### src/shared/sbc_pkg.sv
/*
  Constants, state encodings and commutation tables shared by the
  sensorless commutator and its two helper modules.
  Assumes a single 250 MHz core clock; the resonator is modelled as an enable.
*/
package sbc_pkg;

  // ----------------------------------------------------------------
  // Clock and resonator
  // ----------------------------------------------------------------
  localparam int SBC_CORE_MHZ = 250;
  localparam int SBC_XT_MHZ = 4;
  localparam int SBC_XT_DIV = SBC_CORE_MHZ / SBC_XT_MHZ;
  localparam int SBC_DIV_W = 8;

  // Startup rate: fxt / (6 * 2^(bits + 3)) per turn, six steps a turn
  localparam int SBC_CNT_BITS = 14;
  localparam int SBC_XT_EXP = SBC_CNT_BITS + 3;
  localparam int SBC_FORCED_STEP_XT = 1 << SBC_XT_EXP;
  localparam int SBC_XT_W = SBC_XT_EXP + 2;

  // ----------------------------------------------------------------
  // Start and stop detection; gaps in resonator ticks, the rest are counts
  // ----------------------------------------------------------------
  localparam int SBC_START_PULSES = 4;
  localparam int SBC_START_GAP_XT = 1024;
  localparam int SBC_STOP_GAP_XT = 65536;
  localparam int SBC_PULSE_W = 3;
  localparam int SBC_GOOD_EDGES = 2;

  // ----------------------------------------------------------------
  // Commutation
  // ----------------------------------------------------------------
  localparam int SBC_STEP_W = 3;
  localparam logic [SBC_STEP_W-1:0] SBC_STEP_FIRST = 3'h0;
  localparam logic [SBC_STEP_W-1:0] SBC_STEP_LAST = 3'h5;
  localparam int SBC_TMR_W = 28;

  localparam logic [1:0] SBC_LEAD_0 = 2'h0;
  localparam logic [1:0] SBC_LEAD_7P5 = 2'h1;
  localparam logic [1:0] SBC_LEAD_15 = 2'h2;
  localparam logic [1:0] SBC_LEAD_30 = 2'h3;

  // One-hot phase masks: bit0 U, bit1 V, bit2 W
  localparam logic [2:0] SBC_PH_U = 3'h1;
  localparam logic [2:0] SBC_PH_V = 3'h2;
  localparam logic [2:0] SBC_PH_W = 3'h4;

  typedef enum logic [2:0] {
    SBC_IDLE = 3'h1,
    SBC_FORCED = 3'h2,
    SBC_RUN = 3'h4
  } sbc_mode_t;

  // High-side phase per step in forward order U-V, U-W, V-W, V-U, W-U, W-V
  function automatic logic [2:0] sbc_hi_phase(input logic [SBC_STEP_W-1:0] step);
    case (step)
      3'h0, 3'h1: sbc_hi_phase = SBC_PH_U;
      3'h2, 3'h3: sbc_hi_phase = SBC_PH_V;
      3'h4, 3'h5: sbc_hi_phase = SBC_PH_W;
      default: sbc_hi_phase = 3'h0;
    endcase
  endfunction

  function automatic logic [2:0] sbc_lo_phase(input logic [SBC_STEP_W-1:0] step);
    case (step)
      3'h3, 3'h4: sbc_lo_phase = SBC_PH_U;
      3'h0, 3'h5: sbc_lo_phase = SBC_PH_V;
      3'h1, 3'h2: sbc_lo_phase = SBC_PH_W;
      default: sbc_lo_phase = 3'h0;
    endcase
  endfunction

  // Walking the table backwards swaps V and W in the sequence
  function automatic logic [SBC_STEP_W-1:0] sbc_next_step(
    input logic [SBC_STEP_W-1:0] step,
    input logic reverse
  );
    if (reverse) begin
      sbc_next_step = (step == SBC_STEP_FIRST) ? SBC_STEP_LAST : step - 3'h1;
    end else begin
      sbc_next_step = (step == SBC_STEP_LAST) ? SBC_STEP_FIRST : step + 3'h1;
    end
  endfunction

endpackage

### src/core/sbc_commutator.sv
/*
  Sensorless three-phase commutation controller: start and stop from the PWM
  input, forced startup stepping, back-EMF commutation with lead angle and
  optional lap overlap, and six turn-on outputs toward an external bridge.
  Assumes every input is synchronous to i_core_clk and that the selection
  pins are static while the motor runs.
*/
`timescale 1ns/1ps

module sbc_commutator
  import sbc_pkg::*;
#(
  parameter int FORCED_STEP_XT = SBC_FORCED_STEP_XT,  // resonator ticks a step
  parameter int STOP_GAP_XT = SBC_STOP_GAP_XT         // ticks without on pulse
)(
  input wire logic i_core_clk,          // 250 MHz core clock
  input wire logic i_reset,             // async reset, active high
  input wire logic i_pwm_n,             // PWM input, low-active
  input wire logic i_wave,              // majority back-EMF position input
  input wire logic i_overcurrent_in,    // overcurrent input, high is fault
  input wire logic i_advance_sel_lo,    // lead angle select, low bit
  input wire logic i_advance_sel_hi,    // lead angle select, high bit
  input wire logic i_direction_select,  // 1 reverse, 0 forward
  input wire logic i_out_form_sel,      // 0 upper chop, 1 alternate chop
  input wire logic i_lap_sel,           // 1 plain 120 degree, 0 lap mode
  output logic o_u_high_side_on_n,      // U high side, low is on
  output logic o_u_low_side_on,         // U low side, high is on
  output logic o_v_high_side_on_n,      // V high side, low is on
  output logic o_v_low_side_on,         // V low side, high is on
  output logic o_w_high_side_on_n,      // W high side, low is on
  output logic o_w_low_side_on,         // W low side, high is on
  output logic o_forced,                // startup stepping active
  output logic o_running                // back-EMF stepping active
);

  typedef struct packed {
    sbc_mode_t mode;
    logic [SBC_DIV_W-1:0] div;
    logic [SBC_XT_W-1:0] xt_cnt;
    logic [SBC_XT_W-1:0] gap;
    logic [SBC_PULSE_W-1:0] pulses;
    logic [1:0] good;
    logic [SBC_STEP_W-1:0] step;
    logic [SBC_STEP_W-1:0] lap_step;
    logic [SBC_TMR_W-1:0] tmr;
    logic [SBC_TMR_W-1:0] delay;
    logic pending;
    logic [SBC_TMR_W-1:0] lap_cnt;
  } sbc_state_t;

  sbc_state_t st_reg;
  sbc_state_t st_next;

  logic on_start;
  logic pos_change;
  logic oc_block;
  logic xt_tick;
  logic [1:0] lead;
  logic [SBC_TMR_W-1:0] zc_delay;
  logic [SBC_TMR_W-1:0] lap_time;
  logic [2:0] hi_n;
  logic [2:0] lo_on;

  localparam logic [SBC_DIV_W-1:0] DIV_LAST = SBC_DIV_W'(SBC_XT_DIV - 1);
  localparam logic [SBC_XT_W-1:0] STEP_XT = SBC_XT_W'(FORCED_STEP_XT);
  localparam logic [SBC_XT_W-1:0] HALF_STEP_XT = SBC_XT_W'(FORCED_STEP_XT / 2);
  localparam logic [SBC_XT_W-1:0] STOP_XT = SBC_XT_W'(STOP_GAP_XT);
  localparam logic [SBC_XT_W-1:0] START_XT = SBC_XT_W'(SBC_START_GAP_XT);
  localparam logic [SBC_PULSE_W-1:0] START_N = SBC_PULSE_W'(SBC_START_PULSES);
  localparam logic [1:0] GOOD_N = 2'(SBC_GOOD_EDGES);
  localparam logic [SBC_TMR_W-1:0] TMR_MAX = {SBC_TMR_W{1'b1}};

  // ----------------------------------------------------------------
  // Input sensing
  // ----------------------------------------------------------------
  sbc_pwm_sense u_sense (
    .i_core_clk(i_core_clk),
    .i_reset(i_reset),
    .i_pwm_n(i_pwm_n),
    .i_wave(i_wave),
    .i_overcurrent_in(i_overcurrent_in),
    .o_on_start(on_start),
    .o_pwm_rise(),
    .o_pos_change(pos_change),
    .o_oc_block(oc_block)
  );

  // ----------------------------------------------------------------
  // Lead angle and lap timing
  // ----------------------------------------------------------------
  // Lead is zero during startup unless both selects are high
  always_comb begin
    lead = {i_advance_sel_hi, i_advance_sel_lo};
    if (st_reg.mode != SBC_RUN && lead != SBC_LEAD_30) begin
      lead = SBC_LEAD_0;
    end
  end

  // Zero crossing sits 30 degrees before the ideal step; the measured
  // interval between crossings is 60 degrees, so shifts give the fractions.
  always_comb begin
    case (lead)
      SBC_LEAD_0: begin
        zc_delay = st_reg.tmr >> 1;
        lap_time = st_reg.tmr >> 3;
      end
      SBC_LEAD_7P5: begin
        zc_delay = (st_reg.tmr >> 2) + (st_reg.tmr >> 3);
        lap_time = st_reg.tmr >> 4;
      end
      SBC_LEAD_15: begin
        zc_delay = st_reg.tmr >> 2;
        lap_time = st_reg.tmr >> 5;
      end
      default: begin
        zc_delay = '0;
        lap_time = st_reg.tmr >> 6;
      end
    endcase
  end

  assign xt_tick = (st_reg.div == DIV_LAST);

  // ----------------------------------------------------------------
  // Mode and step control
  // ----------------------------------------------------------------
  always_comb begin
    st_next = st_reg;
    st_next.div = xt_tick ? '0 : st_reg.div + 1'b1;
    if (st_reg.tmr != TMR_MAX) begin
      st_next.tmr = st_reg.tmr + 1'b1;
    end
    if (st_reg.lap_cnt != '0) begin
      st_next.lap_cnt = st_reg.lap_cnt - 1'b1;
    end
    // Gap counts resonator ticks since the last on pulse
    if (on_start) begin
      st_next.gap = '0;
      if (st_reg.gap <= START_XT) begin
        if (st_reg.pulses != START_N) begin
          st_next.pulses = st_reg.pulses + 1'b1;
        end
      end else begin
        st_next.pulses = SBC_PULSE_W'(1);
      end
    end else if (xt_tick && st_reg.gap != STOP_XT) begin
      st_next.gap = st_reg.gap + 1'b1;
    end

    case (st_reg.mode)
      SBC_IDLE: begin
        st_next.lap_cnt = '0;
        st_next.pending = 1'b0;
        if (st_next.pulses == START_N) begin
          st_next.mode = SBC_FORCED;
          st_next.step = SBC_STEP_FIRST;
          st_next.good = '0;
          st_next.xt_cnt = (lead == SBC_LEAD_30) ? HALF_STEP_XT : '0;
        end
      end
      SBC_FORCED: begin
        // Steps advance on the resonator count alone
        if (xt_tick) begin
          st_next.xt_cnt = st_reg.xt_cnt + 1'b1;
          if (st_next.xt_cnt >= STEP_XT) begin
            st_next.xt_cnt = '0;
            st_next.step = sbc_next_step(st_reg.step, i_direction_select);
          end
        end
        if (pos_change) begin
          st_next.tmr = '0;
          st_next.good = st_reg.good + 1'b1;
          if (st_next.good == GOOD_N) begin
            st_next.mode = SBC_RUN;
            // The confirming crossing must commute too, or a slow rotor
            // that only moves when driven never gives another crossing
            st_next.delay = zc_delay;
            st_next.pending = 1'b1;
          end
        end
      end
      SBC_RUN: begin
        if (pos_change) begin
          st_next.tmr = '0;
          st_next.delay = zc_delay;
          st_next.pending = 1'b1;
        end else if (st_reg.pending) begin
          if (st_reg.delay == '0) begin
            st_next.pending = 1'b0;
            st_next.lap_step = st_reg.step;
            st_next.step = sbc_next_step(st_reg.step, i_direction_select);
            st_next.lap_cnt = i_lap_sel ? '0 : lap_time;
          end else begin
            st_next.delay = st_reg.delay - 1'b1;
          end
        end
      end
      default: begin
        st_next.mode = SBC_IDLE;
      end
    endcase

    // No on pulse for the stop gap means zero duty
    if (st_reg.mode != SBC_IDLE && st_reg.gap == STOP_XT) begin
      st_next.mode = SBC_IDLE;
      st_next.pulses = '0;
    end
  end

  always_ff @(posedge i_core_clk or posedge i_reset) begin
    if (i_reset) begin
      st_reg <= '{mode: SBC_IDLE, div: '0, xt_cnt: '0, gap: '0, pulses: '0,
                  good: '0, step: SBC_STEP_FIRST, lap_step: SBC_STEP_FIRST,
                  tmr: '0, delay: '0, pending: 1'b0, lap_cnt: '0};
    end else begin
      st_reg <= st_next;
    end
  end

  // ----------------------------------------------------------------
  // Output forming
  // ----------------------------------------------------------------
  // Chopping follows the PWM on level; the overcurrent latch cuts it
  sbc_drive_out u_drive (
    .i_core_clk(i_core_clk),
    .i_reset(i_reset),
    .i_enable(st_reg.mode != SBC_IDLE),
    .i_step(st_reg.step),
    .i_lap_step(st_reg.lap_step),
    .i_lap_active(st_reg.lap_cnt != '0),
    .i_chop_on(~i_pwm_n & ~oc_block),
    .i_out_form_sel(i_out_form_sel),
    .o_high_side_on_n(hi_n),
    .o_low_side_on(lo_on)
  );

  assign o_u_high_side_on_n = hi_n[0];
  assign o_v_high_side_on_n = hi_n[1];
  assign o_w_high_side_on_n = hi_n[2];
  assign o_u_low_side_on = lo_on[0];
  assign o_v_low_side_on = lo_on[1];
  assign o_w_low_side_on = lo_on[2];
  assign o_forced = (st_reg.mode == SBC_FORCED);
  assign o_running = (st_reg.mode == SBC_RUN);

endmodule

### src/core/sbc_pwm_sense.sv
/*
  PWM edge detection, two-edge confirmed position sampling and the
  overcurrent turn-off latch.
  Assumes all inputs are already synchronous to the core clock.
*/
`timescale 1ns/1ps

module sbc_pwm_sense
  import sbc_pkg::*;
(
  input wire logic i_core_clk,        // core clock
  input wire logic i_reset,           // async reset, active high
  input wire logic i_pwm_n,           // PWM input, low means on
  input wire logic i_wave,            // majority back-EMF position input
  input wire logic i_overcurrent_in,  // overcurrent input, high is fault
  output logic o_on_start,            // pulse: PWM on pulse begins
  output logic o_pwm_rise,            // pulse: PWM rising edge
  output logic o_pos_change,          // pulse: confirmed position change
  output logic o_oc_block             // level: chopped output held off
);

  typedef struct packed {
    logic pwm;
    logic oc;
    logic sample;
    logic pos;
    logic change;
    logic block;
  } sbc_sense_t;

  sbc_sense_t s_reg;
  sbc_sense_t s_next;
  logic rise;
  logic fall;
  logic oc_rise;

  assign rise = i_pwm_n & ~s_reg.pwm;
  assign fall = ~i_pwm_n & s_reg.pwm;
  assign oc_rise = i_overcurrent_in & ~s_reg.oc;

  always_comb begin
    s_next = s_reg;
    s_next.pwm = i_pwm_n;
    s_next.oc = i_overcurrent_in;
    s_next.change = 1'b0;
    // Position is looked at only here, so 0 % and 100 % duty see nothing
    if (rise) begin
      s_next.sample = i_wave;
      if (i_wave == s_reg.sample && i_wave != s_reg.pos) begin
        s_next.pos = i_wave;
        s_next.change = 1'b1;
      end
    end
    // Next on pulse releases the latch, but a new fault in that cycle wins
    if (fall) begin
      s_next.block = 1'b0;
    end
    if (oc_rise) begin
      s_next.block = 1'b1;
    end
  end

  always_ff @(posedge i_core_clk or posedge i_reset) begin
    if (i_reset) begin
      s_reg <= '{pwm: 1'b1, oc: 1'b1, sample: 1'b1, pos: 1'b1, change: 1'b0, block: 1'b0};
    end else begin
      s_reg <= s_next;
    end
  end

  assign o_on_start = fall;
  assign o_pwm_rise = rise;
  assign o_pos_change = s_reg.change;
  assign o_oc_block = s_reg.block;

endmodule

### src/core/sbc_drive_out.sv
/*
  Forms the six turn-on outputs from the step, the overlap step and the
  chopping signal. High-side pins are on when low, low-side pins on when high.
  Assumes the step inputs are already registered.
*/
`timescale 1ns/1ps

module sbc_drive_out
  import sbc_pkg::*;
(
  input wire logic i_core_clk,                    // core clock
  input wire logic i_reset,                       // async reset, active high
  input wire logic i_enable,                      // drive the bridge at all
  input wire logic [SBC_STEP_W-1:0] i_step,       // current step
  input wire logic [SBC_STEP_W-1:0] i_lap_step,   // outgoing step for overlap
  input wire logic i_lap_active,                  // overlap window open
  input wire logic i_chop_on,                     // PWM on and not blocked
  input wire logic i_out_form_sel,                // 0 upper chop, 1 alternate
  output logic [2:0] o_high_side_on_n,            // per phase, low is on
  output logic [2:0] o_low_side_on                // per phase, high is on
);

  typedef struct packed {
    logic [2:0] hi_n;
    logic [2:0] lo;
  } sbc_drive_t;

  sbc_drive_t d_reg;
  sbc_drive_t d_next;
  logic [2:0] hi_act;
  logic [2:0] lo_act;
  logic chop_low;

  always_comb begin
    hi_act = sbc_hi_phase(i_step);
    lo_act = sbc_lo_phase(i_step);
    if (i_lap_active) begin
      hi_act = hi_act | sbc_hi_phase(i_lap_step);
      lo_act = lo_act | sbc_lo_phase(i_lap_step);
    end
    // Alternate form chops the low side on odd steps
    chop_low = i_out_form_sel & i_step[0];
    d_next.hi_n = 3'h7;
    d_next.lo = 3'h0;
    if (i_enable) begin
      if (chop_low) begin
        d_next.hi_n = ~hi_act;
        d_next.lo = lo_act & {3{i_chop_on}};
      end else begin
        d_next.hi_n = ~(hi_act & {3{i_chop_on}});
        d_next.lo = lo_act;
      end
    end
  end

  // Both sides start off: high-side pins high, low-side pins low
  always_ff @(posedge i_core_clk or posedge i_reset) begin
    if (i_reset) begin
      d_reg <= '{hi_n: 3'h7, lo: 3'h0};
    end else begin
      d_reg <= d_next;
    end
  end

  assign o_high_side_on_n = d_reg.hi_n;
  assign o_low_side_on = d_reg.lo;

endmodule

### config.mk
export PLATFORM = sky130hd
export DESIGN_NAME = sbc_commutator
export DESIGN_NICKNAME = d
export VERILOG_FILES = /design/src/shared/sbc_pkg.sv /design/src/core/sbc_commutator.sv /design/src/core/sbc_pwm_sense.sv /design/src/core/sbc_drive_out.sv
export SDC_FILE = /design/constraint.sdc
export NUM_CORES = 1
export LEC_CHECK = 0
export BUFFER_PORTS_ARGS = -buffer_cell sky130_fd_sc_hd__buf_4
export CORE_MARGIN = 3
export CORE_UTILIZATION = 60
export DETAILED_ROUTE_END_ITERATION = 7
export PLACE_DENSITY = 0.83
export SKIP_CTS_REPAIR_TIMING = 1
export SYNTH_ARGS = -nofsm -noshare
export SYNTH_HDL_FRONTEND = slang
export SYNTH_SLANG_ARGS = --single-unit
### constraint.sdc
create_clock -name i_core_clk -period 14 [get_ports i_core_clk]
set_clock_uncertainty 0.2 [all_clocks]
set_input_delay 1.4 -clock i_core_clk [delete_from_list [all_inputs] [get_ports i_core_clk]]
set_output_delay 1.4 -clock i_core_clk [all_outputs]
set_load 0.01 [all_outputs]
After elaboration in Yosys (flattened, before gate mapping). Cells that the tools add are included.

$lt $le $gt $ge: 2. Eq/ne operators: 42. Mux-type cells: 60. Bitwise gates (word level): 16. Reduce and logical (&&, ||, !) cells: 34. Add/subtract/negate cells: 11.

Operator list (number): 2-to-1 mux 28 bit (5); 2-to-1 mux 57 bit (2); case mux 56 bit (2 select lines) (1); 2-to-1 mux 19 bit (5); 2-to-1 mux 29 bit (3); case mux 28 bit (3 select lines) (1); case mux 25 bit (3 select lines) (1); case mux 28 bit (2 select lines) (1); subtractor 28 x 1 -> 28 bit, second input constant (2); case mux 3 bit (3 select lines) (6); 2-to-1 mux 3 bit (17); adder 19 x 1 -> 19 bit, second input constant (2); case mux 19 bit (2 select lines) (1); 2-to-1 mux 6 bit (5); adder 28 x 1 -> 28 bit, second input constant (1); zero test 28 bit (1); inequality test 28 bit, second input constant (1); nonzero test 28 bit (1); adder 26 x 25 -> 27 bit (1); 2-to-1 mux 25 bit (1); OR reduction 2 bit (12); == test 19 x 17 -> 1 bit, second input constant (1); >= comparator 19 x 18 -> 1 bit, second input constant (1); <= comparator 19 x 11 -> 1 bit, second input constant (1); 40 further kinds (92).

Input bits: 10. Output and inout port bits: 8. Bits in registers: 157. Logic and storage cells: 185.

Logic depth before layout (Yosys ltp). Gate-level depths: netlist (run 1).

Depth in word-level cells: 10. Depth in mapped cells: 13. Depth with buffers taken out: 10.

Modules after synthesis. Synthesis (run 1) repeated with hierarchy kept, for this count alone.

Cells, all modules: 1328. Area total of the unflattened synthesis: 10934.2 um2.

By module, submodules not included: sbc_commutator (cells each 1272, instances 1, area an instance 10349.9 um2, seq. area each 3629.7 um2); sbc_drive_out (cells each 36, instances 1, area an instance 336.6 um2, seq. area each 153.9 um2); sbc_pwm_sense (cells each 20, instances 1, area an instance 247.7 um2, seq. area each 155.1 um2).

Worst setup path after synthesis (run 1). Ideal clock, no wire load.

Path kind: input to register. From: in i_advance_sel_lo. To: reg st_reg[48] (netlist name). Path buffers: 3. Slack: 10673 ps. Stages on the path: 9. Data arrival time: 2996 ps. Data required time: 13669 ps. Library setup time: 131 ps. Cell sequence: clkbuf_1 -> inv_1 -> maj3_1 -> clkbuf_1 -> clkbuf_1 -> a22oi_1 -> nor2_1 -> a211oi_1 -> o21ai_1.

Cells in the longest elaborated chain, start to end: 8. Elaborated cells between the ends (all ways): 11. Classes of those cells: 3 x eq/ne; 6 x mux; 2 x reduce/logical.

Ends and longest elaborated chain: from (decl) (line sbc_commutator.sv:21) `input wire logic i_advance_sel_lo,`; inequality test 2 bit (line sbc_commutator.sv:94) `if (st_reg.mode != SBC_RUN && lead != SBC_LEAD_30) begin`; logical AND 1 bit (line sbc_commutator.sv:94); 2-to-1 mux 2 bit * (line sbc_commutator.sv:94); == test 2 bit (tied with other cells) (line sbc_commutator.sv:102) `case (lead)`; case mux 28 bit (3 select lines) * (line sbc_commutator.sv:102); 2-to-1 mux 29 bit (line sbc_commutator.sv:173) `if (st_next.good == GOOD_N) begin`; 2-to-1 mux 57 bit (line sbc_commutator.sv:170) `if (pos_change) begin`; case mux 56 bit (2 select lines) * (line sbc_commutator.sv:150) `case (st_reg.mode)`; to (signal assigned) (line sbc_commutator.sv:212) `st_reg <= '{mode: SBC_IDLE, div: '0, xt_cnt: '0, gap: '0, pulses: '0,`; to (signal assigned) (line sbc_commutator.sv:216) `st_reg <= st_next;`; to (decl) (line sbc_commutator.sv:51) `sbc_state_t st_reg;`.

Every way passes the cells marked *; elsewhere a longest branch is shown, timed or not. The select of a mux whose other input is x is not followed. A chain may end at the register's enable or synchronous reset.

Worst setup path in the final report (run 1).
From: reg st_reg[144] (netlist name). To: out o_running.

Cells in the longest elaborated chain, start to end: 1.

Ends and longest elaborated chain: == test 3 bit (line sbc_commutator.sv:244) `assign o_running = (st_reg.mode == SBC_RUN);`; to (decl) (line sbc_commutator.sv:33) `output logic o_running`.

Every way passes these cells.

==> results of run 1 <==
per-layer routing:
layer	part of all wire, %	up-vias
li1	-	4777
met1	43	4810
met2	45	478
met3	8.6	85
met4	3.6	0
met5	0	-
kinds of logic after synthesis:
kind of cell / after synthesis / synth area share (%)
buffers and inverters: 118 / 4.29
adder cells (fa/ha/maj): 44 / 5.07
XOR/XNOR: 98 / 7.84
multiplexers: 7 / 0.674
flip-flops: 157 / 36.0
AO/OA/AOI/OAI: 420 / 23.7
AND/OR/NAND/NOR: 489 / 22.5
where the power goes:
part           leakage [nW]  internal, mW  total (mW)  switching (mW)
Combinational          2.59        0.0979       0.267           0.169
Sequential             2.04         0.480       0.522          0.0417
Clock                 0.290         0.272       0.475           0.203
Yosys cell counts (5+ instances only):
cell	number	share of area (%)
a211oi_1	6	0.41
a21o_1	21	1.4
a21oi_1	96	4.4
a222oi_1	7	0.64
a22o_1	6	0.48
a22oi_1	32	2.2
a31oi_1	10	0.57
and2_1	13	0.74
and3_1	23	1.3
and4_1	5	0.40
buf_2	9	0.41
clkbuf_1	72	2.5
dfrtp_1	149	34
dfstp_2	8	1.9
ha_1	42	4.8
inv_1	31	1.1
nand2_1	114	3.9
nand2b_1	10	0.57
nand3_1	39	1.8
nand4_1	22	1.3
nand4b_1	5	0.40
nor2_1	142	4.9
nor2b_1	15	0.86
nor3_1	39	1.8
nor3b_1	7	0.48
nor4_1	12	0.69
o211ai_1	8	0.55
o21ai_0	132	6.0
o21ai_1	15	0.69
o21bai_1	5	0.34
o22ai_1	27	1.5
o31ai_1	14	0.96
or3_1	12	0.69
xnor2_1	48	3.8
xor2_1	50	4.0
final timing paths:
kind                        startpoint                        to  slack, ns  depth (start not counted)
max                        st_reg[144]                 o_running      10.11                          3
min                        st_reg[141]               st_reg[141]       0.28                          1
max reg2reg                st_reg[144]                st_reg[89]      10.18                         10
min reg2reg                st_reg[141]               st_reg[141]       0.28                          1
max in group asynchronous      i_reset               st_reg[129]      11.23                          3
min in group asynchronous      i_reset  u_drive.o_low_side_on[0]       0.90                          2
layout make-up:
cell class	count	area share, %
Clock buffer	19	3.78
Clock inverter	13	1.35
Timing Repair Buffer	29	1.86
Tap cell	225	2.40
Inverter	32	1.07
Sequential cell	157	33.6
Multi-Input combinational cell	1058	55.9
metrics by stage:
stage | std cells | util (%) | power (mW) | hold WS [ns]
global placement | 1501 | 63.1 | 0.783 | 0.263
global route | 1533 | 66.6 | 1.32 | 0.307
floorplan | 1333 | - | 0.722 | 0.246
detailed placement | 1501 | 63.1 | 0.790 | 0.268
CTS | 1533 | 66.6 | 1.26 | 0.282
finish | 1533 | 66.6 | 1.26 | 0.282
worst max-delay path: cells and delay by family, from the launching register on:
| family | cells | cell delay [ns] |
|---|---|---|
| buffers and inverters | 2 | 0.73 |
| flip-flops | 1 | 0.48 |
| AND/OR/NAND/NOR | 1 | 0.64 |
==> results.yml, run 1 <==
global_route:
  grt_max_degree: 83
  grt_use_met1_pct: 40.5
  grt_overflow: 0
  met2_usage_pct: 43.6
  grt_antenna_before_repair: 0
  top_usage_layer: "met2"
  grtUsageTotal_pct: 28.8
  use_met3_pct: 5.43
  grt_pass1_wl_um: 47000
  grt_pass1_vias: 9289
floorplan:
  rows: 48
  die_w_um: 141
  initial_core_util_pct: 62.2
  dieArea_um2: 19900
  die_y_um: 141
  io_pins: 18
  core_um2: 17600
detailed_routing:
  first_iter_violations: 1355
  drcViolationCount: 0
  via_count: 10200
  first_pass_iters: 6
  wire_per_inst_um: 18.6
  vias_per_cell: 6.62
  ant_nets: 0
  wirelength_um: 28500
critical_path:
  critical_path_arrival_ns: 2.29
  start_kind: "flip-flop"
  critPathKind: "reg2out"
  critPathCaptureType: "output pin"
  required_ns: 12.40
  timing.critical_path.slowest_stage_cell: "or3b_1"
  slowest_delay_ns: 0.64
  crit_chain: "or3b_1, inv_2, buf_4"
  path_max_fanout: 30
run:
  maxCapViolCount: 0
cells_and_area:
  nets: 1348
  multi_input_area_um2: 6550
  most-common-layout-cells: "dfrtp_1, nor2_1, o21ai_0"
  antenna_cells: 0
  regArea_um2: 3940
  num-fill-cells: 1413
  final_common_cell: "dfrtp_1"
  largest_reg_flops: 145
  area_delta_synth_final_pct: 6.98
  final_layout_size_suffix_gt1_share_pct: 7.26
  stdcell_area_um2: 11700
clocking:
  cts_buffers: 17
  clockRootBuffer: "clkbuf_16"
  clk_path_buf_depth: 2
  path_clk_slew_ns: 0.07
  cts_tree: "yes"
  h-tree-depth: 4
  clk_latency_ns: 0.44
  cts_num_sinks: 157
synthesis:
  synth-main-ff-cell: "dfrtp_1"
  synth-seq-area-share_pct: 36.0
  synth-async-reset-ratio_pct: 100
  yosys_register_bits: 157
  synth_edf_count: 0
  yosysWarningCount: 0
  syn_nets: 1386
  syn-cell-area_um2: 10900
  netlist_instances: 1333
  post_synth.cell_area_avg_um2: 8.21
  netlist-cell-type-count: 84
placed_design:
  dp_slack_ns: 10.15
  place_congestion: 0.963
  dpl.hpwl_um: 19800
  place_area_um2: 11100
  io_buffers: 17
sta:
  fmax_mhz: 257
  tightest_slew_ns: 1.27
  fin_crit_sh_pct: 27.8
  slew_violations: 0
  fin_tns_setup_ns: 0
  grt_setup_unrepaired: "no"
  hold_viol_final: 0
  finalWorstPathRequiredPeriod_ns: 3.89
  relSlewSlack_pct: 14.4
  setup_viol: 0
  timing.final.ws_setup_ns: 10.11
power_and_ir_drop:
  p_leak_nw: 4.91
  vdd_drop_max_mv: 0.106
  power-per-cell-area_nw_per_um2: 108
run_status:
  status: "finished, final reports clean"
worst_hold_path:
  min_path_type: "reg2reg"
No activity file was read; power rests on OpenSTA's default activity.
==> inputs of run 2 (changes only) <==
--- a/config.mk
+++ b/config.mk
@@ -5,11 +5,12 @@
 export SDC_FILE = /design/constraint.sdc
 export NUM_CORES = 1
 export LEC_CHECK = 0
+export ABC_AREA = 1
 export BUFFER_PORTS_ARGS = -buffer_cell sky130_fd_sc_hd__buf_4
 export CORE_MARGIN = 3
-export CORE_UTILIZATION = 60
+export CORE_UTILIZATION = 59
 export DETAILED_ROUTE_END_ITERATION = 7
-export PLACE_DENSITY = 0.83
+export PLACE_DENSITY = 0.84
 export SKIP_CTS_REPAIR_TIMING = 1
 export SYNTH_ARGS = -nofsm -noshare
 export SYNTH_HDL_FRONTEND = slang
==> constraint.sdc (replaced) <==
create_clock -name i_core_clk -period 3.3 [get_ports i_core_clk]
set_clock_uncertainty 0.2 [all_clocks]
set_input_delay 0.33 -clock i_core_clk [delete_from_list [all_inputs] [get_ports i_core_clk]]
set_output_delay 0.33 -clock i_core_clk [all_outputs]
set_load 0.01 [all_outputs]
==> run 2 against run 1 <==
The flow now finishes with violations (negative hold slack). Final cell count grew 49%. Synthesized area grew 19%. Via count is 34% higher. Sequential share of layout area down 5.5 points. Flip-flop and latch count unchanged. Power rose to 5.3 times the previous value. Die area rose by 20%. Design area grew 20%. Critical path depth grew 10.
==> results.yml, run 2 <==
critical_path:
  critPathCaptureType: "flip-flop"
  crit_family: "simple AND/OR/NAND/NOR gates"
  slowest_delay_ns: 0.48
  reg2regPathDepth: 13
  critPathKind: "reg2reg"
  critical_path_cell_count: 13
  path_max_fanout: 7
  r2r-start: "st_reg[59]"
  cp_num_buf_inv: 0
  start_kind: "flip-flop"
  path_common_cell: "nand2_1"
  required_ns: 3.46
  crit_start: "st_reg[59]"
  timing.critical_path.slowest_stage_cell: "o21ai_0"
  crit_chain: "ha_1, fa_1, nand2_1, nand2_1, nand3_1, nand2_1, nand3_1, nand2_1, nand2_1, nand2_1, o21ai_0, nand2_1, a21oi_1"
  critical_path_arrival_ns: 3.18
floorplan:
  io_pins: 18
  dieArea_um2: 23800
  initial_core_util_pct: 60.9
  core_um2: 21400
  rows: 53
  die_y_um: 154
  die_w_um: 154
power_and_ir_drop:
  p_leak_nw: 6.98
  netSwitchingFraction_pct: 39.2
  intPower_mw: 4.04
  vdd_drop_max_mv: 0.396
  switching_power_mw: 2.61
  power-per-cell-area_nw_per_um2: 475
  p_clk_share_pct: 32.2
  seqPwrFrac_pct: 38.3
  comb_power_share_pct: 29.5
global_route:
  grtUsageTotal_pct: 33.3
  grt_antenna_before_repair: 0
  grt_overflow: 0
  grt_pass1_wl_um: 64500
  grt_use_met1_pct: 46.5
  met2_usage_pct: 48.9
  top_usage_layer: "met2"
  grt_max_degree: 158
  grt_pass1_vias: 12600
  use_met3_pct: 10.5
run:
  maxCapViolCount: 0
placed_design:
  place_area_um2: 13300
  dpl.hpwl_um: 30200
  place_congestion: 1.02
  io_buffers: 17
  dp.cells: 2245
cells_and_area:
  antenna_cells: 0
  largest_reg_flops: 145
  final_layout_size_suffix_gt1_share_pct: 7.88
  num-fill-cells: 1990
  final_cell_count_no_fill: 2281
  nets: 2046
  multi_input_area_um2: 7890
  area_delta_synth_final_pct: 7.71
  stdcell_area_um2: 14000
  regArea_um2: 3940
  most-common-layout-cells: "nand2_1, nor2_1, inv_1"
  final_common_cell: "nand2_1"
  fin_util_pct: 65.6
synthesis:
  synth_top_area_share_pct: 28.7
  yosysWarningCount: 0
  yosys_register_bits: 157
  synth-async-reset-ratio_pct: 100
  synth_edf_count: 0
  synth-seq-area-share_pct: 30.3
  synth.area.top_cells: "dfrtp_1, nand2_1, nor2_1, inv_1, nand3_1"
  syn-cell-area_um2: 13000
  netlist-cell-type-count: 60
  synth.most_common_cell: "nand2_1"
  synth-main-ff-cell: "dfrtp_1"
  netlist_instances: 1981
  post_synth.cell_area_avg_um2: 6.56
  syn_nets: 2034
  yosys-top-cells-count: "nand2_1, nor2_1, inv_1"
  yosys.area.top_type: "dfrtp_1"
clocking:
  clk_path_buf_depth: 2
  path_clk_slew_ns: 0.07
  cts_tree: "yes"
  clockRootBuffer: "clkbuf_16"
  clk_latency_ns: 0.44
  cts_buffers: 17
  cts_num_sinks: 157
  h-tree-depth: 4
detailed_routing:
  wire_per_inst_um: 17.5
  via_count: 13600
  first_iter_violations: 1517
  first_pass_iters: 6
  wirelength_um: 40000
  drcViolationCount: 0
  ant_nets: 0
  vias_per_cell: 5.97
sta:
  grt_setup_unrepaired: "no"
  whs_ns: -0.118
  fin_crit_sh_pct: 91.5
  relSlewSlack_pct: 39.9
  fin_tns_setup_ns: 0
  finalWorstPathRequiredPeriod_ns: 3.02
  tightest_slew_ns: 0.901
  slew_violations: 0
  fmax_mhz: 331
  hold_viol_final: 52
  setup_viol: 0
run_status:
  status: "finished, violations left"
  violations: "negative hold slack"
worst_hold_path:
  min_path_type: "in2async"
## run 2: kinds of logic after synthesis
family / Yosys count / share of synthesized area (%)
flops: 157 / 30.3
mux: 1 / 0.0770
buf+inv: 281 / 8.97
xor+xnor: 69 / 4.65
fa+ha+maj: 43 / 4.20
simple gates: 1145 / 39.3
compound gates: 285 / 12.5
## run 2: per-layer routing
layer | up-vias | part of all wire [%]
met3 | 98 | 11
li1 | 6514 | -
met4 | 0 | 3.2
met2 | 694 | 43
met5 | - | 0
met1 | 6303 | 43
## run 2: worst min-delay path, cell delays in order
cell        delay (ns)
buf_4             0.12
clkinvlp_4        0.07
buf_12            0.53
## run 2: layout make-up
| cell class | instances | share of cell area, % |
|---|---|---|
| Multi-Input combinational cell | 1543 | 56.4 |
| Sequential cell | 157 | 28.1 |
| Inverter | 236 | 6.40 |
| Clock buffer | 17 | 3.04 |
| Tap cell | 275 | 2.46 |
| Timing Repair Buffer | 38 | 2.20 |
| Clock inverter | 15 | 1.39 |
## run 2: metrics by stage
stage	setup slack, ns	power, mW
6_report	0.281	6.65
3_3_place_gp	0.427	4.40
2_1_floorplan	0.790	3.99
3_5_place_dp	0.409	4.48
4_1_cts	0.371	6.60
5_1_grt	0.0968	6.99
## run 2: power groups by stage
stage	registers, mW	clock network, mW	logic, mW
global placement	2.55	0	1.86
CTS	2.53	2.15	1.93
floorplan	2.47	0	1.52
global route	2.58	2.23	2.17
detailed placement	2.56	0	1.91
finish	2.55	2.14	1.96
## run 2: path summary, 6_finish.rpt
kind                                               end  slack, ns
max in group asynchronous                   st_reg[54]       2.30
min                                         st_reg[29]      -0.12
min reg2reg                           u_sense.s_reg[3]       0.29
max                                         st_reg[43]       0.28
max reg2reg                                 st_reg[43]       0.28
min in group i_core_clk    u_drive.o_high_side_on_n[0]       0.08
